### config.mk
export PLATFORM = sky130hd
export DESIGN_NAME = nvbm_host
export DESIGN_NICKNAME = d
export VERILOG_FILES = /design/src/common/nvbm_pkg.sv /design/src/hw/nvbm_sync.sv /design/src/hw/nvbm_host.sv
export SDC_FILE = /design/constraint.sdc
export NUM_CORES = 1
export LEC_CHECK = 0
export ABC_AREA = 0
export BUFFER_PORTS_ARGS = -buffer_cell sky130_fd_sc_hd__buf_2
export CORE_MARGIN = 5
export CORE_UTILIZATION = 54
export CTS_CLUSTER_SIZE = 30
export DETAILED_ROUTE_END_ITERATION = 10
export HOLD_SLACK_MARGIN = 0.02
export PLACE_DENSITY = 0.84
export REMOVE_ABC_BUFFERS = 1
export SYNTH_ARGS = -nofsm -noshare
export SYNTH_HDL_FRONTEND = slang
export SYNTH_SLANG_ARGS = --single-unit
export TNS_END_PERCENT = 30
### constraint.sdc
create_clock -name clk_i -period 3.3 [get_ports clk_i]
set_clock_uncertainty 0.1 [all_clocks]
set_input_delay 0.165 -clock clk_i [delete_from_list [all_inputs] [get_ports clk_i]]
set_output_delay 0.165 -clock clk_i [all_outputs]
set_load 0.05 [all_outputs]
### src/common/nvbm_pkg.sv
// package for the host-side controller of a byte memory with a nonvolatile shadow
// assumes a 125 MHz clk_i; the memory pins are asynchronous to it
// What this block and the memory device do
// host presents a 15-bit address selecting one of 32,768 bytes
// one shared 8-bit bus; host drives on writes, device on enabled reads
// device acts only while its active-low chip select is low
// write strobe low stores bus byte at address latched by select fall
// device drives data only while active-low output enable is low
// device holds busy low for the whole save, releases afterward
// pulling busy low from outside requests a save from the device
// device saves automatically when power loss is detected
// device restores contents automatically at power-up before accesses
// save and restore may also be started by host software; this host starts only a save, via save_req_i, never a restore
// host starts no access while busy shows a save or restore
package nvbm_pkg;
  // --------------------------------------------------------------
  // geometry
  // --------------------------------------------------------------
  localparam int ADDR_W = 15;
  localparam int DATA_W = 8;
  // --------------------------------------------------------------
  // timing, in ns, and derived cycle counts
  // --------------------------------------------------------------
  localparam int CLK_NS    = 8;
  localparam int SETUP_NS  = 16;   // address/select setup before strobe
  localparam int STROBE_NS = 48;   // strobe width, covers slowest grade
  localparam int HOLD_NS   = 16;   // release hold after strobe
  localparam int SETUP_CYC  = (SETUP_NS + CLK_NS - 1) / CLK_NS;
  localparam int STROBE_CYC = (STROBE_NS + CLK_NS - 1) / CLK_NS;
  localparam int HOLD_CYC   = (HOLD_NS + CLK_NS - 1) / CLK_NS;
  localparam int REQ_NS     = 40;  // width of a save request pulse on busy
  localparam int REQ_CYC    = (REQ_NS + CLK_NS - 1) / CLK_NS;
  localparam int CNT_W      = 4;
  localparam logic [CNT_W-1:0] CNT_ONE = 4'h1;
  localparam logic [CNT_W-1:0] CNT_ZERO = 4'h0;
endpackage

### src/hw/nvbm_sync.sv
// two-flop synchroniser for one level from the pins
// assumes the input is asynchronous to clk_i
`timescale 1ns/100ps
module nvbm_sync (
  input  wire logic clk_i,
  input  wire logic rst_n_i,
  input  wire logic d_i,
  output logic      q_o
);
  logic meta_r;
  // first stage read only by the second; reset high as the pin idles high
  always_ff @(posedge clk_i or negedge rst_n_i) begin
    if (!rst_n_i) begin
      meta_r <= 1'b1;
      q_o    <= 1'b1;
    end else begin
      meta_r <= d_i;
      q_o    <= meta_r;
    end
  end
endmodule

### src/hw/nvbm_host.sv
// host controller driving the nonvolatile-backed byte memory pins
// assumes the memory sits directly on these pins and busy has a pull-up
`timescale 1ns/100ps
module nvbm_host (
  input  wire logic                         clk_i,
  input  wire logic                         rst_n_i,
  // user side
  input  wire logic                         req_valid_i,
  input  wire logic                         req_write_i,
  input  wire logic [nvbm_pkg::ADDR_W-1:0]  req_addr_i,
  input  wire logic [nvbm_pkg::DATA_W-1:0]  req_wdata_i,
  output logic                              req_ready_o,
  input  wire logic                         save_req_i,
  output logic                              rsp_valid_o,
  output logic [nvbm_pkg::DATA_W-1:0]       rsp_rdata_o,
  output logic                              nv_busy_o,
  // memory pins
  output logic [nvbm_pkg::ADDR_W-1:0]       byte_sel_o,
  output logic                              chip_sel_n_o,
  output logic                              out_en_n_o,
  output logic                              wr_en_n_o,
  input  wire logic [nvbm_pkg::DATA_W-1:0]  data_pins_i,
  output logic [nvbm_pkg::DATA_W-1:0]       data_pins_o,
  output logic                              data_pins_oe_o,
  input  wire logic                         nv_busy_n_i,
  output logic                              nv_busy_n_o,
  output logic                              nv_busy_n_oe_o
);

  // --------------------------------------------------------------
  // state
  // --------------------------------------------------------------
  typedef enum logic [2:0] {NVBM_IDLE, NVBM_SETUP, NVBM_STROBE, NVBM_HOLD, NVBM_SAVE} nvbm_state_e;

  nvbm_state_e                  state_r;
  logic [nvbm_pkg::CNT_W-1:0]   cnt_r;
  logic                         wr_r;
  logic                         busy_s;
  logic [nvbm_pkg::DATA_W-1:0]  rd_s1_r;
  logic [nvbm_pkg::DATA_W-1:0]  rd_s2_r;

  // busy pin synchronised before any use
  nvbm_sync u_busy_sync (
    .clk_i   (clk_i),
    .rst_n_i (rst_n_i),
    .d_i     (nv_busy_n_i),
    .q_o     (busy_s)
  );

  // read data sampled through two flops; stable long before strobe ends
  always_ff @(posedge clk_i or negedge rst_n_i) begin
    if (!rst_n_i) begin
      rd_s1_r <= 8'h00;
      rd_s2_r <= 8'h00;
    end else begin
      rd_s1_r <= data_pins_i;
      rd_s2_r <= rd_s1_r;
    end
  end

  // accepted only when idle and the memory is not saving or restoring
  assign req_ready_o = (state_r == NVBM_IDLE) && busy_s && !save_req_i;
  assign nv_busy_o   = !busy_s;

  // --------------------------------------------------------------
  // sequencer
  // --------------------------------------------------------------
  always_ff @(posedge clk_i or negedge rst_n_i) begin
    if (!rst_n_i) begin
      state_r <= NVBM_IDLE;
      cnt_r   <= nvbm_pkg::CNT_ZERO;
      wr_r    <= 1'b0;
    end else begin
      case (state_r)
        NVBM_IDLE: begin
          if (save_req_i && busy_s) begin
            state_r <= NVBM_SAVE;
            cnt_r   <= nvbm_pkg::CNT_W'(nvbm_pkg::REQ_CYC);
          end else if (req_valid_i && req_ready_o) begin
            state_r <= NVBM_SETUP;
            wr_r    <= req_write_i;
            cnt_r   <= nvbm_pkg::CNT_W'(nvbm_pkg::SETUP_CYC);
          end
        end
        NVBM_SETUP: begin
          if (cnt_r == nvbm_pkg::CNT_ONE) begin
            state_r <= NVBM_STROBE;
            cnt_r   <= nvbm_pkg::CNT_W'(nvbm_pkg::STROBE_CYC);
          end else begin
            cnt_r <= cnt_r - nvbm_pkg::CNT_ONE;
          end
        end
        NVBM_STROBE: begin
          if (cnt_r == nvbm_pkg::CNT_ONE) begin
            state_r <= NVBM_HOLD;
            cnt_r   <= nvbm_pkg::CNT_W'(nvbm_pkg::HOLD_CYC);
          end else begin
            cnt_r <= cnt_r - nvbm_pkg::CNT_ONE;
          end
        end
        NVBM_HOLD: begin
          if (cnt_r == nvbm_pkg::CNT_ONE) begin
            state_r <= NVBM_IDLE;
          end else begin
            cnt_r <= cnt_r - nvbm_pkg::CNT_ONE;
          end
        end
        NVBM_SAVE: begin
          // pulse then return; device then holds busy low itself
          if (cnt_r == nvbm_pkg::CNT_ONE) begin
            state_r <= NVBM_IDLE;
          end else begin
            cnt_r <= cnt_r - nvbm_pkg::CNT_ONE;
          end
        end
        default: state_r <= NVBM_IDLE;
      endcase
    end
  end

  // --------------------------------------------------------------
  // pins, all from flops except the busy drive value, tied low
  // --------------------------------------------------------------
  always_ff @(posedge clk_i or negedge rst_n_i) begin
    if (!rst_n_i) begin
      byte_sel_o     <= 15'h0000;
      data_pins_o    <= 8'h00;
    end else if (state_r == NVBM_IDLE && req_valid_i && req_ready_o && !save_req_i) begin
      byte_sel_o  <= req_addr_i;
      data_pins_o <= req_wdata_i;
    end
  end

  // select framing whole access; address latched on its fall
  always_ff @(posedge clk_i or negedge rst_n_i) begin
    if (!rst_n_i) begin
      chip_sel_n_o   <= 1'b1;
      wr_en_n_o      <= 1'b1;
      out_en_n_o     <= 1'b1;
      data_pins_oe_o <= 1'b0;
    end else begin
      chip_sel_n_o   <= !((state_r == NVBM_SETUP && cnt_r != nvbm_pkg::CNT_ONE) || state_r == NVBM_STROBE
                          || (state_r == NVBM_SETUP));
      wr_en_n_o      <= !(wr_r && ((state_r == NVBM_SETUP && cnt_r == nvbm_pkg::CNT_ONE)
                          || (state_r == NVBM_STROBE && cnt_r != nvbm_pkg::CNT_ONE)));
      out_en_n_o     <= !(!wr_r && ((state_r == NVBM_SETUP && cnt_r == nvbm_pkg::CNT_ONE)
                          || (state_r == NVBM_STROBE && cnt_r != nvbm_pkg::CNT_ONE)));
      // host drives data only during write frame, never with output enable
      data_pins_oe_o <= wr_r && (state_r == NVBM_SETUP || state_r == NVBM_STROBE);
    end
  end

  // read response at end of strobe
  always_ff @(posedge clk_i or negedge rst_n_i) begin
    if (!rst_n_i) begin
      rsp_valid_o <= 1'b0;
      rsp_rdata_o <= 8'h00;
    end else begin
      rsp_valid_o <= !wr_r && state_r == NVBM_STROBE && cnt_r == nvbm_pkg::CNT_ONE;
      if (!wr_r && state_r == NVBM_STROBE && cnt_r == nvbm_pkg::CNT_ONE) begin
        rsp_rdata_o <= rd_s2_r;
      end
    end
  end

  // open drain: only ever pull low
  always_ff @(posedge clk_i or negedge rst_n_i) begin
    if (!rst_n_i) begin
      nv_busy_n_oe_o <= 1'b0;
    end else begin
      nv_busy_n_oe_o <= (state_r == NVBM_SAVE);
    end
  end
  assign nv_busy_n_o = 1'b0;

  // --------------------------------------------------------------
  // checks
  // --------------------------------------------------------------
  property p_no_start_busy;
    @(posedge clk_i) disable iff (!rst_n_i) (state_r == NVBM_IDLE && !busy_s) |=> state_r != NVBM_SETUP;
  endproperty
  a_no_start_busy: assert property (p_no_start_busy) else $error("access started while busy");

  property p_no_contention;
    @(posedge clk_i) disable iff (!rst_n_i) !(data_pins_oe_o && !out_en_n_o);
  endproperty
  a_no_contention: assert property (p_no_contention) else $error("bus driven during read");

  property p_strobe_in_sel;
    @(posedge clk_i) disable iff (!rst_n_i) (!wr_en_n_o || !out_en_n_o) |-> !chip_sel_n_o;
  endproperty
  a_strobe_in_sel: assert property (p_strobe_in_sel) else $error("strobe outside select");

  property p_wr_width;
    @(posedge clk_i) disable iff (!rst_n_i) $fell(wr_en_n_o) |-> !wr_en_n_o [*6] ##1 wr_en_n_o;
  endproperty
  a_wr_width: assert property (p_wr_width) else $error("write strobe width wrong");

  property p_data_during_wr;
    @(posedge clk_i) disable iff (!rst_n_i) !wr_en_n_o |-> data_pins_oe_o && $stable(data_pins_o);
  endproperty
  a_data_during_wr: assert property (p_data_during_wr) else $error("write data not held");

  property p_addr_stable;
    @(posedge clk_i) disable iff (!rst_n_i) !chip_sel_n_o && !$rose(chip_sel_n_o) && !$past(chip_sel_n_o)
      |-> $stable(byte_sel_o);
  endproperty
  a_addr_stable: assert property (p_addr_stable) else $error("address moved in access");

  property p_save_pulse;
    @(posedge clk_i) disable iff (!rst_n_i) $rose(nv_busy_n_oe_o) |-> nv_busy_n_oe_o [*5] ##1 !nv_busy_n_oe_o;
  endproperty
  a_save_pulse: assert property (p_save_pulse) else $error("save request pulse width wrong");

  property p_rsp_read;
    @(posedge clk_i) disable iff (!rst_n_i) $rose(out_en_n_o) |-> ##[0:2] rsp_valid_o;
  endproperty
  a_rsp_read: assert property (p_rsp_read) else $error("read without response");

  c_write: cover property (@(posedge clk_i) disable iff (!rst_n_i) $fell(wr_en_n_o));
  c_read:  cover property (@(posedge clk_i) disable iff (!rst_n_i) rsp_valid_o);
  c_save:  cover property (@(posedge clk_i) disable iff (!rst_n_i) $rose(nv_busy_n_oe_o));
  c_busy:  cover property (@(posedge clk_i) disable iff (!rst_n_i) nv_busy_o && req_valid_i);
endmodule

Word level (Yosys, flattened, before mapping). Cells that the tools add are included.

Word-level logic and storage cells: 72. Output and inout port bits: 40. Register bits after elaboration: 63.

Mux-type cells: 12. Reduce and logical (&&, ||, !) cells: 31. Equality and inequality tests: 11. Bitwise operators: 1. $add $sub $neg: 1.

Operators with widths (count): 4-bit two-way mux (5); 4-bit one-hot mux with 4 select lines (1); 1-bit logical AND (15); 3-bit two-way mux (5); 3-bit one-hot mux with 4 select lines (1); 3-bit by 2-bit == test with 1-bit output (second input constant) (2); 1-bit logical NOT (6); 2-bit inequality test (second input constant) (3); 3-bit AND reduction (2); 4-bit by 1-bit == test with 1-bit output (second input constant) (1); 1-bit logical OR (4); 4-bit by 1-bit inequality test with 1-bit output (second input constant) (1); 4-bit AND reduction (1); 4-bit nonzero test (1); 4-bit by 1-bit subtractor with 4-bit output (second input constant) (1); 3-bit by 1-bit == test with 1-bit output (second input constant) (1); 3-bit == test (second input constant) (1); 3-bit logical NOT (1); 3-bit by 1-bit inequality test with 1-bit output (second input constant) (1); 2-bit by 1-bit inequality test with 1-bit output (second input constant) (1); 2-bit OR reduction (1); 1-bit NOT (1).

Longest topological paths before layout. Gate-level depths: netlist of run 1.

Word-level depth: 7. Depth in mapped cells: 7. Mapped depth without buffers: 6.

Hierarchy. From an unflattened synthesis of run 1, not the netlist that was laid out.

Cells, all modules: 179. Area, all modules: 2487.4 µm².

Modules (own cells, without submodules): nvbm_host (area an instance 2434.8 µm², sequential area each 1530.2 µm², instances 1, cells each 177); nvbm_sync (area an instance 52.6 µm², sequential area each 52.6 µm², instances 1, cells each 2).

Least setup slack after synthesis of run 1. No wires, ideal clock.

Path type: reg2out. Start point: register state_r[1]. End point: output port req_ready_o. Buffers on the path: 1. Cell stages (with the launch flop): 4. Slack: 1078 ps. Data arrival time: 1957 ps. Data required time: 3035 ps. Path through: dfrtp_1 -> buf_2 -> or3_4 -> nor3_1.

Longest elaborated chain between the ends: 3.

RTL lines: from (decl) (line nvbm_host.sv:35) `nvbm_state_e state_r;`; from (signal assigned) (line nvbm_host.sv:70) `state_r <= NVBM_IDLE;`; from (signal assigned) (line nvbm_host.sv:77) `state_r <= NVBM_SAVE;`; from (signal assigned) (line nvbm_host.sv:80) `state_r <= NVBM_SETUP;`; 3-bit logical NOT (line nvbm_host.sv:62) `assign req_ready_o = (state_r == NVBM_IDLE) && busy_s && !save_req_i;`; 1-bit logical AND (2 in a row) (line nvbm_host.sv:62); to (decl) (line nvbm_host.sv:12) `output logic req_ready_o,`.

No other way between the ends.

Final worst setup path of run 1.
Start point: register cnt_r[1] (netlist bit). End point: register rsp_rdata_o[4] (netlist bit).

Longest elaborated chain between the ends: 2.

RTL lines: from (decl) (line nvbm_host.sv:36) `logic [nvbm_pkg::CNT_W-1:0] cnt_r;`; from (signal assigned) (line nvbm_host.sv:71) `cnt_r <= nvbm_pkg::CNT_ZERO;`; from (signal assigned) (line nvbm_host.sv:78) `cnt_r <= nvbm_pkg::CNT_W'(nvbm_pkg::REQ_CYC);`; from (signal assigned) (line nvbm_host.sv:82) `cnt_r <= nvbm_pkg::CNT_W'(nvbm_pkg::SETUP_CYC);`; 4-bit by 1-bit == test with 1-bit output (line nvbm_host.sv:160) `if (!wr_r && state_r == NVBM_STROBE && cnt_r == nvbm_pkg::CNT_ONE) begin`; 1-bit logical AND (line nvbm_host.sv:160); to (signal assigned) (line nvbm_host.sv:161) `rsp_rdata_o <= rd_s2_r;`; to (decl) (line nvbm_host.sv:15) `output logic [nvbm_pkg::DATA_W-1:0] rsp_rdata_o,`.

No other way between the ends. A chain may end at the register's enable or synchronous reset.

==> qor.yml, run 1 <==
outcome:
  outcome: "completed"
floorplan:
  die_w_um: 77.9
  start_util_pct: 56.3
  num_rows: 24
  die-area_um2: 6060
  io_pins: 77
  coreArea_um2: 4410
  die_h_um: 77.9
yosys:
  ys_top_cells_by_area: "dfrtp_1, mux2_2, dfstp_2, mux2_1, buf_6"
  synth_commonest_cells: "dfrtp_1, mux2_2, mux2_1, nand2_1"
  synth.most_common_cell: "dfrtp_1"
  synth_edf_count: 0
  yosysTopAreaCellShare_pct: 58.4
  syn_area_um2: 2490
  syn_avg_cell_area_um2: 14.1
  yosysSeqAreaShare_pct: 63.6
  yosysWarnings: 0
  synth_cells: 177
  synth_area_leader_cell: "dfrtp_1"
  ys_seq_elements: 63
  async_reset_ff_share_pct: 100
  synth_cell_types: 40
  synth-main-ff-cell: "dfrtp_1"
cells_and_area:
  finish.utilization_pct: 77.9
  area_growth_syn_to_layout_pct: 38.2
  final_area_um2: 3440
  final_nets: 329
  fin_cells: 347
  drive_above_1_share_pct: 42.4
  antenna_cells: 0
drt:
  drt_iter0_drc: 81
  vias: 1838
  via_per_inst: 5.30
  wire_per_inst_um: 17.7
  drcViolationCount: 0
  drtPass1Iterations: 4
  routed_wl_um: 6150
  ant_nets: 0
timing:
  max_freq_mhz: 432
  max_slew_margin_pct: 34.6
  finalSetupViolations: 0
  period_needed_ns: 2.31
  rsz0062_at_grt: "false"
  worst_pin_slew_ns: 0.981
  finalCritPeriodShare_pct: 70.1
  slew_violations: 0
  final_hold_viol_count: 0
  fin_tns_setup_ns: 0
grt:
  grt_usage_pct: 22.4
  grt_pass1_wl_um: 10200
  grt_max_degree: 47
  overflow: 0
  antenna_found_initial: 0
  grt_pass1_vias: 1971
flow_run:
  maxCapViolations: 0
clock_tree:
  cts.reportedPaths.clkPinSlew_ns: 0.06
  cts.sinks: 63
  cts_tree: "done"
  clock-root-buffer: "clkbuf_8"
  htreeDepth: 3
  post-cts-setup-buffers: 0
  cts_buffers: 9
  insertion_delay_ns: 0.34
  clk_path_buf_depth: 2
power_and_ir_drop:
  p_per_area_nw_per_um2: 896
  cellLeakagePower_nw: 1.68
  vdd_drop_max_mv: 0.652
  power_w: 0.00308
placed_design:
  gp_congestion: 0.821
  io_buffers: 75
  dp_hpwl_um: 3590
  dp_cells: 297
  dpl_cell_area_um2: 2880
worst_setup_path:
  worstPathArrival_ns: 2.43
  critPathRequiredTime_ns: 3.41
  critPathLaunchType: "register"
  crit_path_max_fanout: 9
  worstSetupPathType: "reg2reg"
  cp-end-kind: "register"
min_path:
  hold_class: "reg2reg"
-- cells in the final DEF, fill, tap and decap left out, types with 4 or more instances in the layout --
| cell | count |
|---|---|
| mux2_1 | 9 |
| nand2_1 | 8 |
| nor2_1 | 5 |
| o31ai_1 | 4 |
| dlygate4sd3_1 | 34 |
| dfstp_2 | 5 |
| buf_2 | 75 |
| dfrtp_1 | 58 |
| mux2_2 | 25 |
| clkbuf_8 | 9 |
| inv_1 | 5 |
-- through the flow --
stage	setup slack (ns)	hold slack [ns]
final	0.986	0.251
after global routing	0.757	0.257
after CTS	0.960	0.239
after detailed placement	0.976	0.175
after global placement	1.13	0.172
after floorplan	0.997	-0.231
-- registers in the layout, indices dropped and copies added, names as in the netlist, 3 cells and up --
name,flops
cnt_r,4
state_r,3
byte_sel_o,15
rsp_rdata_o,8
rd_s2_r,8
data_pins_o,8
rd_s1_r,8
-- final cells by class --
class | instances | area (um2)
inverters | 5 | 18.8
well taps | 52 | 65.1
clock buffers | 10 | 128
clock inverters | 6 | 85.1
repair buffers | 112 | 738
multi-input cells | 99 | 820
fillers | 251 | 977
flip-flops and latches | 63 | 1580
-- critical path: stages, from the launching register on --
cell	delay, ns
dfrtp_1	0.38
inv_1	0.08
ha_1	0.17
nor3b_1	0.57
nand3b_1	0.48
mux2_2	0.41
-- power by group --
group          leakage [nW]  internal, W  switching [W]
combinational         0.811     0.000391       0.000845
clock                 0.102     0.000423       0.000299
sequential            0.767     0.000970       0.000152
-- cells by family after synthesis --
logic type | after synthesis | share of synthesized area, %
flops | 63 | 63.6
compound gates | 26 | 7.50
mux | 34 | 15.4
simple gates | 33 | 7.85
fa+ha+maj | 2 | 1.01
buf+inv | 15 | 3.42
xor+xnor | 3 | 1.06
other cells | 1 | 0.151
-- layer usage --
layer	vias up	track usage [%]	part of all wire, %
li1	844	-	-
met1	903	26.3	37
met2	83	36.8	52
met3	8	9.61	8.9
met4	0	7.22	1.6
met5	-	0	0
-- timing repair --
| action | in CTS | in global routing |
|---|---|---|
| endpoints found under the hold margin | 73 | 0 |
| hold buffers | 34 | 0 |
| gates resized for setup | 0 | 0 |
| endpoints found under the setup margin | 0 | 0 |
-- final timing paths --
| kind | startpoint | end | slack [ns] | depth (start not counted) |
|---|---|---|---|---|
| setup / recovery | cnt_r[1] | rsp_rdata_o[4] | 0.99 | 5 |
| hold / removal | rd_s1_r[0] | rd_s2_r[0] | 0.25 | 0 |
| setup reg to reg | cnt_r[1] | rsp_rdata_o[4] | 0.99 | 5 |
| hold reg to reg | rd_s1_r[0] | rd_s2_r[0] | 0.25 | 0 |
| max in group asynchronous | rst_n_i | rd_s2_r[3] | 1.85 | 3 |
| min in group asynchronous | rst_n_i | data_pins_o[3] | 0.43 | 2 |
No activity file was read; power rests on OpenSTA's default activity.
==> run 2, diff against run 1 <==
- CORE_UTILIZATION: 54 -> 45
- PLACE_DENSITY: 0.84 -> 0.74
- clock period: 3.3 -> 2.12 ns (I/O delays scaled with it)
==> qor.yml, run 2 (same netlist as run 1, synthesis figures left out) <==
outcome:
  outcome: "completed"
placed_design:
  dp_hpwl_um: 3430
  dpl_cell_area_um2: 2990
  gp_congestion: 0.882
  pre_cts_ws_ns: 0.0293
  io_buffers: 75
grt:
  grt_max_degree: 64
  grt_pass1_wl_um: 9380
  grt_pass1_vias: 1962
  grt_use_met2_pct: 26.7
  met3_usage_pct: 7.46
  overflow: 0
  met1_usage_pct: 20.1
  antenna_found_initial: 0
  grt-busiest-layer: "met2"
  grt_usage_pct: 16.7
cells_and_area:
  nFillCells: 399
  layout_common_cells: "buf_2, dfrtp_1, dlygate4sd3_1"
  drive_above_1_share_pct: 43.9
  final_common_cell: "buf_2"
  antenna_cells: 0
  area_growth_syn_to_layout_pct: 43.0
  final_nets: 337
  largest-register: "byte_sel_o"
  final_area_um2: 3560
  finish.utilization_pct: 65.4
  largest_reg_flops: 15
timing:
  max_freq_mhz: 505
  hold_slack_ns: 0.198
  fin_ws_ns: 0.138
  fin_tns_setup_ns: 0
  final_hold_viol_count: 0
  finalCritPeriodShare_pct: 93.5
  period_needed_ns: 1.98
  rsz0062_at_grt: "false"
  slew_violations: 0
  finalSetupViolations: 0
floorplan:
  die_w_um: 84.3
  io_pins: 77
  coreArea_um2: 5440
  start_util_pct: 45.7
  die_h_um: 84.3
  num_rows: 27
  die-area_um2: 7110
clock_tree:
  htreeDepth: 3
  clk_path_buf_depth: 2
  clock-root-buffer: "clkbuf_8"
  cts.reportedPaths.clkPinSlew_ns: 0.07
  cts_buffers: 9
  cts_tree: "done"
  cts.sinks: 63
  insertion_delay_ns: 0.32
  ctsResizeCount: 0
worst_setup_path:
  timing.rr.start: "cnt_r[1]"
  cp_num_buf_inv: 1
  critPathLaunchType: "register"
  worstPathArrival_ns: 2.09
  cpPeakStageDelay_ns: 0.46
  cpLargestDelayFamily: "simple AND/OR/NAND/NOR gates"
  crit_path_max_fanout: 4
  crit_slowest_cell: "or3_1"
  ff2ff_path_depth: 6
  crit_chain: "inv_1, ha_1, nor3b_1, o21a_1, or3_1, o31a_1"
  cp-end-kind: "register"
  cp.depth: 6
  crit_start: "cnt_r[1]"
  worstSetupPathType: "reg2reg"
  critPathRequiredTime_ns: 2.23
power_and_ir_drop:
  p_per_area_nw_per_um2: 1340
  vdd_drop_max_mv: 1.08
  cellLeakagePower_nw: 1.74
drt:
  via_per_inst: 4.75
  vias: 1782
  drcViolationCount: 0
  drt_iter0_drc: 119
  wire_per_inst_um: 14.5
  ant_nets: 0
  drtPass1Iterations: 4
  routed_wl_um: 5450
flow_run:
  maxCapViolations: 0
min_path:
  hold_class: "in2async"
run 2: cell types whose count changed in the layout (fill, tap and decap cells not counted):
cell        change
buf_12          +2
buf_4           +6
clkbuf_8        +1
clkinv_2        -1
clkinv_4        +1
clkinvlp_4      -1
run 2: layout make-up:
type	instances	area (um2)	share of cell area [%]
clock buffers	11	141	3.97
clock inverters	5	81.3	2.29
inverters	5	18.8	0.528
multi-input cells	99	820	23.0
flip-flops and latches	63	1580	44.5
well taps	72	90.1	2.53
repair buffers	120	823	23.1
run 2: power by group:
| group | switching, W | internal (W) |
|---|---|---|
| Combinational | 0.00134 | 0.000629 |
| Sequential | 0.000175 | 0.00151 |
| Clock | 0.000440 | 0.000694 |
run 2: metal layers:
layer | vias up | wire [um]
met5 | - | 0
met4 | 0 | 40
met3 | 4 | 439
met2 | 64 | 2760
met1 | 853 | 2210
li1 | 861 | -
run 2: stage by stage:
step | instances | power [W]
finish | 375 | 0.00478
floorplan | 167 | 0.00311
CTS | 374 | 0.00482
global route | 375 | 0.00507
detailed placement | 324 | 0.00361
global placement | 324 | 0.00356
run 2: path summary, 6_finish.rpt:
| kind | end | slack, ns |
|---|---|---|
| setup / recovery | cnt_r[0] | 0.14 |
| hold / removal | data_pins_o[3] | 0.20 |
| setup reg to reg | cnt_r[0] | 0.14 |
| hold reg to reg | rd_s2_r[2] | 0.25 |
| max in group asynchronous | out_en_n_o | 1.39 |
| min in group clk_i | state_r[2] | 0.22 |
run 2: what timing repair did:
| action | in CTS | in global routing |
|---|---|---|
| setup buffers | 0 | 1 |
| hold buffers | 34 | 0 |
| endpoints found under the setup margin | 0 | 8 |
| endpoints found under the hold margin | 96 | 0 |
run 2: worst reg2reg max path, delay by kind of cell, from the launching register on:
family	cells	cell delay, ns
compound gates	2	0.54
fa+ha+maj	1	0.19
buf+inv	1	0.06
flops	1	0.37
simple gates	2	0.61
==> run 3, diff against run 2 <==
- CORE_UTILIZATION: 45 -> 54
- PLACE_DENSITY: 0.74 -> 0.84
- clock period: 2.12 -> 2.4 ns (I/O delays scaled with it)
==> qor.yml, run 3 (same netlist as run 1, synthesis figures left out) <==
outcome:
  outcome: "completed"
worst_setup_path:
  crit_slowest_cell: "nor4bb_1"
  cpLargestDelayFamily: "simple AND/OR/NAND/NOR gates"
  cp-end-kind: "register"
  r2r-end: "cnt_r[1]"
  cpPeakStageDelay_ns: 0.49
  crit_path_max_fanout: 4
  critPathRequiredTime_ns: 2.52
  critPathLaunchType: "register"
  worstPathArrival_ns: 2.26
  crit_chain: "inv_1, ha_1, nor4bb_1, o21a_1, or3_1, mux2_2"
  worstSetupPathType: "reg2reg"
  reg2reg_slack_ns: 0.27
  ff2ff_path_depth: 6
  cp_num_buf_inv: 1
  timing.rr.start: "cnt_r[1]"
clock_tree:
  post-cts-setup-buffers: 0
  htreeDepth: 3
  cts.reportedPaths.clkPinSlew_ns: 0.08
  clock-root-buffer: "clkbuf_8"
  clk_path_buf_depth: 2
  cts_buffers: 9
  cts.sinks: 63
  insertion_delay_ns: 0.33
  cts_tree: "done"
min_path:
  hold_class: "in2reg"
  hp-start: "save_req_i"
  hold_depth: 4
  whs_endpoint: "state_r[2]"
timing:
  fin_tns_setup_ns: 0
  final_hold_viol_count: 0
  worst_pin_slew_ns: 0.774
  finalSetupViolations: 0
  rsz0062_at_grt: "false"
  period_needed_ns: 2.13
  finalCritPeriodShare_pct: 88.9
  max_slew_margin_pct: 48.4
  max_freq_mhz: 469
  slew_violations: 0
drt:
  drt_iter0_drc: 73
  drcViolationCount: 0
  wire_per_inst_um: 16.5
  routed_wl_um: 5770
  drtPass1Iterations: 4
  via_per_inst: 5.25
  ant_nets: 0
  vias: 1838
grt:
  overflow: 0
  grt_max_degree: 64
  antenna_found_initial: 0
  grt_pass1_wl_um: 9580
  grt_pass1_vias: 2003
  grt_usage_pct: 20.3
cells_and_area:
  area_growth_syn_to_layout_pct: 39.6
  final_common_cell: "buf_2"
  antenna_cells: 0
  nFillCells: 254
  drive_above_1_share_pct: 43.3
  layout_common_cells: "buf_2, dfrtp_1, dlygate4sd3_1"
  largest-register: "byte_sel_o"
  final_nets: 332
  largest_reg_flops: 15
  final_area_um2: 3470
floorplan:
  die_w_um: 77.9
  num_rows: 24
  io_pins: 77
  coreArea_um2: 4410
  die_h_um: 77.9
  start_util_pct: 56.3
  die-area_um2: 6060
placed_design:
  dpl_cell_area_um2: 2910
  io_buffers: 75
  gp_congestion: 0.777
  dp_hpwl_um: 3440
power_and_ir_drop:
  cellLeakagePower_nw: 1.70
  vdd_drop_max_mv: 0.925
  p_per_area_nw_per_um2: 1230
flow_run:
  maxCapViolations: 0
==> run 3: cell types whose count changed in the layout (fill, tap and decap cells not counted) <==
cell | before | now
buf_4 | 9 | 6
clkbuf_8 | 10 | 9
inv_6 | 0 | 3
clkbuf_1 | 1 | 0
clkinv_2 | 1 | 0
buf_12 | 2 | 0
==> run 3: how the worst max path moves through the flow <==
stage | start | end | slack [ns] | cells after the start
2_1_floorplan | state_r[1] | byte_sel_o[0] | 0.10 | 3
3_3_place_gp | cnt_r[1] | cnt_r[1] | 0.36 | 6
3_5_place_dp | cnt_r[1] | cnt_r[1] | 0.29 | 6
4_1_cts | cnt_r[1] | cnt_r[1] | 0.28 | 6
5_1_grt | cnt_r[1] | cnt_r[1] | 0.18 | 6
6_report | cnt_r[1] | cnt_r[1] | 0.27 | 6
==> run 3: timing repair <==
| action | CTS | global route |
|---|---|---|
| hold buffers | 34 | 0 |
| endpoints found under the hold margin | 91 | 0 |
| gates resized for setup | 0 | 0 |
==> run 3: worst register-to-register path, cell delays in order (launching register included) <==
cell and delay (ns):
dfrtp_1 0.39, inv_1 0.08, ha_1 0.18, nor4bb_1 0.49, o21a_1 0.24, or3_1 0.21, mux2_2 0.35
==> run 3: where the power goes <==
group	internal [W]	switching, W	total, W
registers	0.00133	0.000162	0.00150
logic	0.000547	0.00119	0.00173
clock network	0.000597	0.000451	0.00105
total	0.00248	0.00180	0.00428
==> run 3: stage by stage <==
stage                     total power [W]  setup slack (ns)  utilization [%]  hold WS, ns  std cells
final                             0.00428             0.267             78.7        0.209        350
after floorplan                   0.00274             0.102                -       -0.276        167
after global routing              0.00449             0.177             78.7        0.220        350
after global placement            0.00313             0.357             65.8        0.127        300
after detailed placement          0.00318             0.289             65.8        0.129        300
after CTS                         0.00427             0.279             78.7        0.187        350
==> run 3: final cells by class <==
class                      instances  area (um2)  share of cell area, %
clock inverter                     7         103                   2.95
timing repair buffer             115         761                   21.9
multi-input combinational         99         820                   23.6
sequential                        63        1580                   45.6
clock buffer                       9         124                   3.57
tap                               52        65.1                   1.87
inverter                           5        18.8                  0.540
==> run 3: per-layer routing <==
metal / GRT usage [%] / vias to the layer above / share of wire (%)
met4: 7.90 / 0 / 1.5
met1: 23.5 / 892 / 39
li1: - / 860 / -
met2: 34.1 / 77 / 52
met3: 7.64 / 9 / 7.9
met5: 0 / - / 0
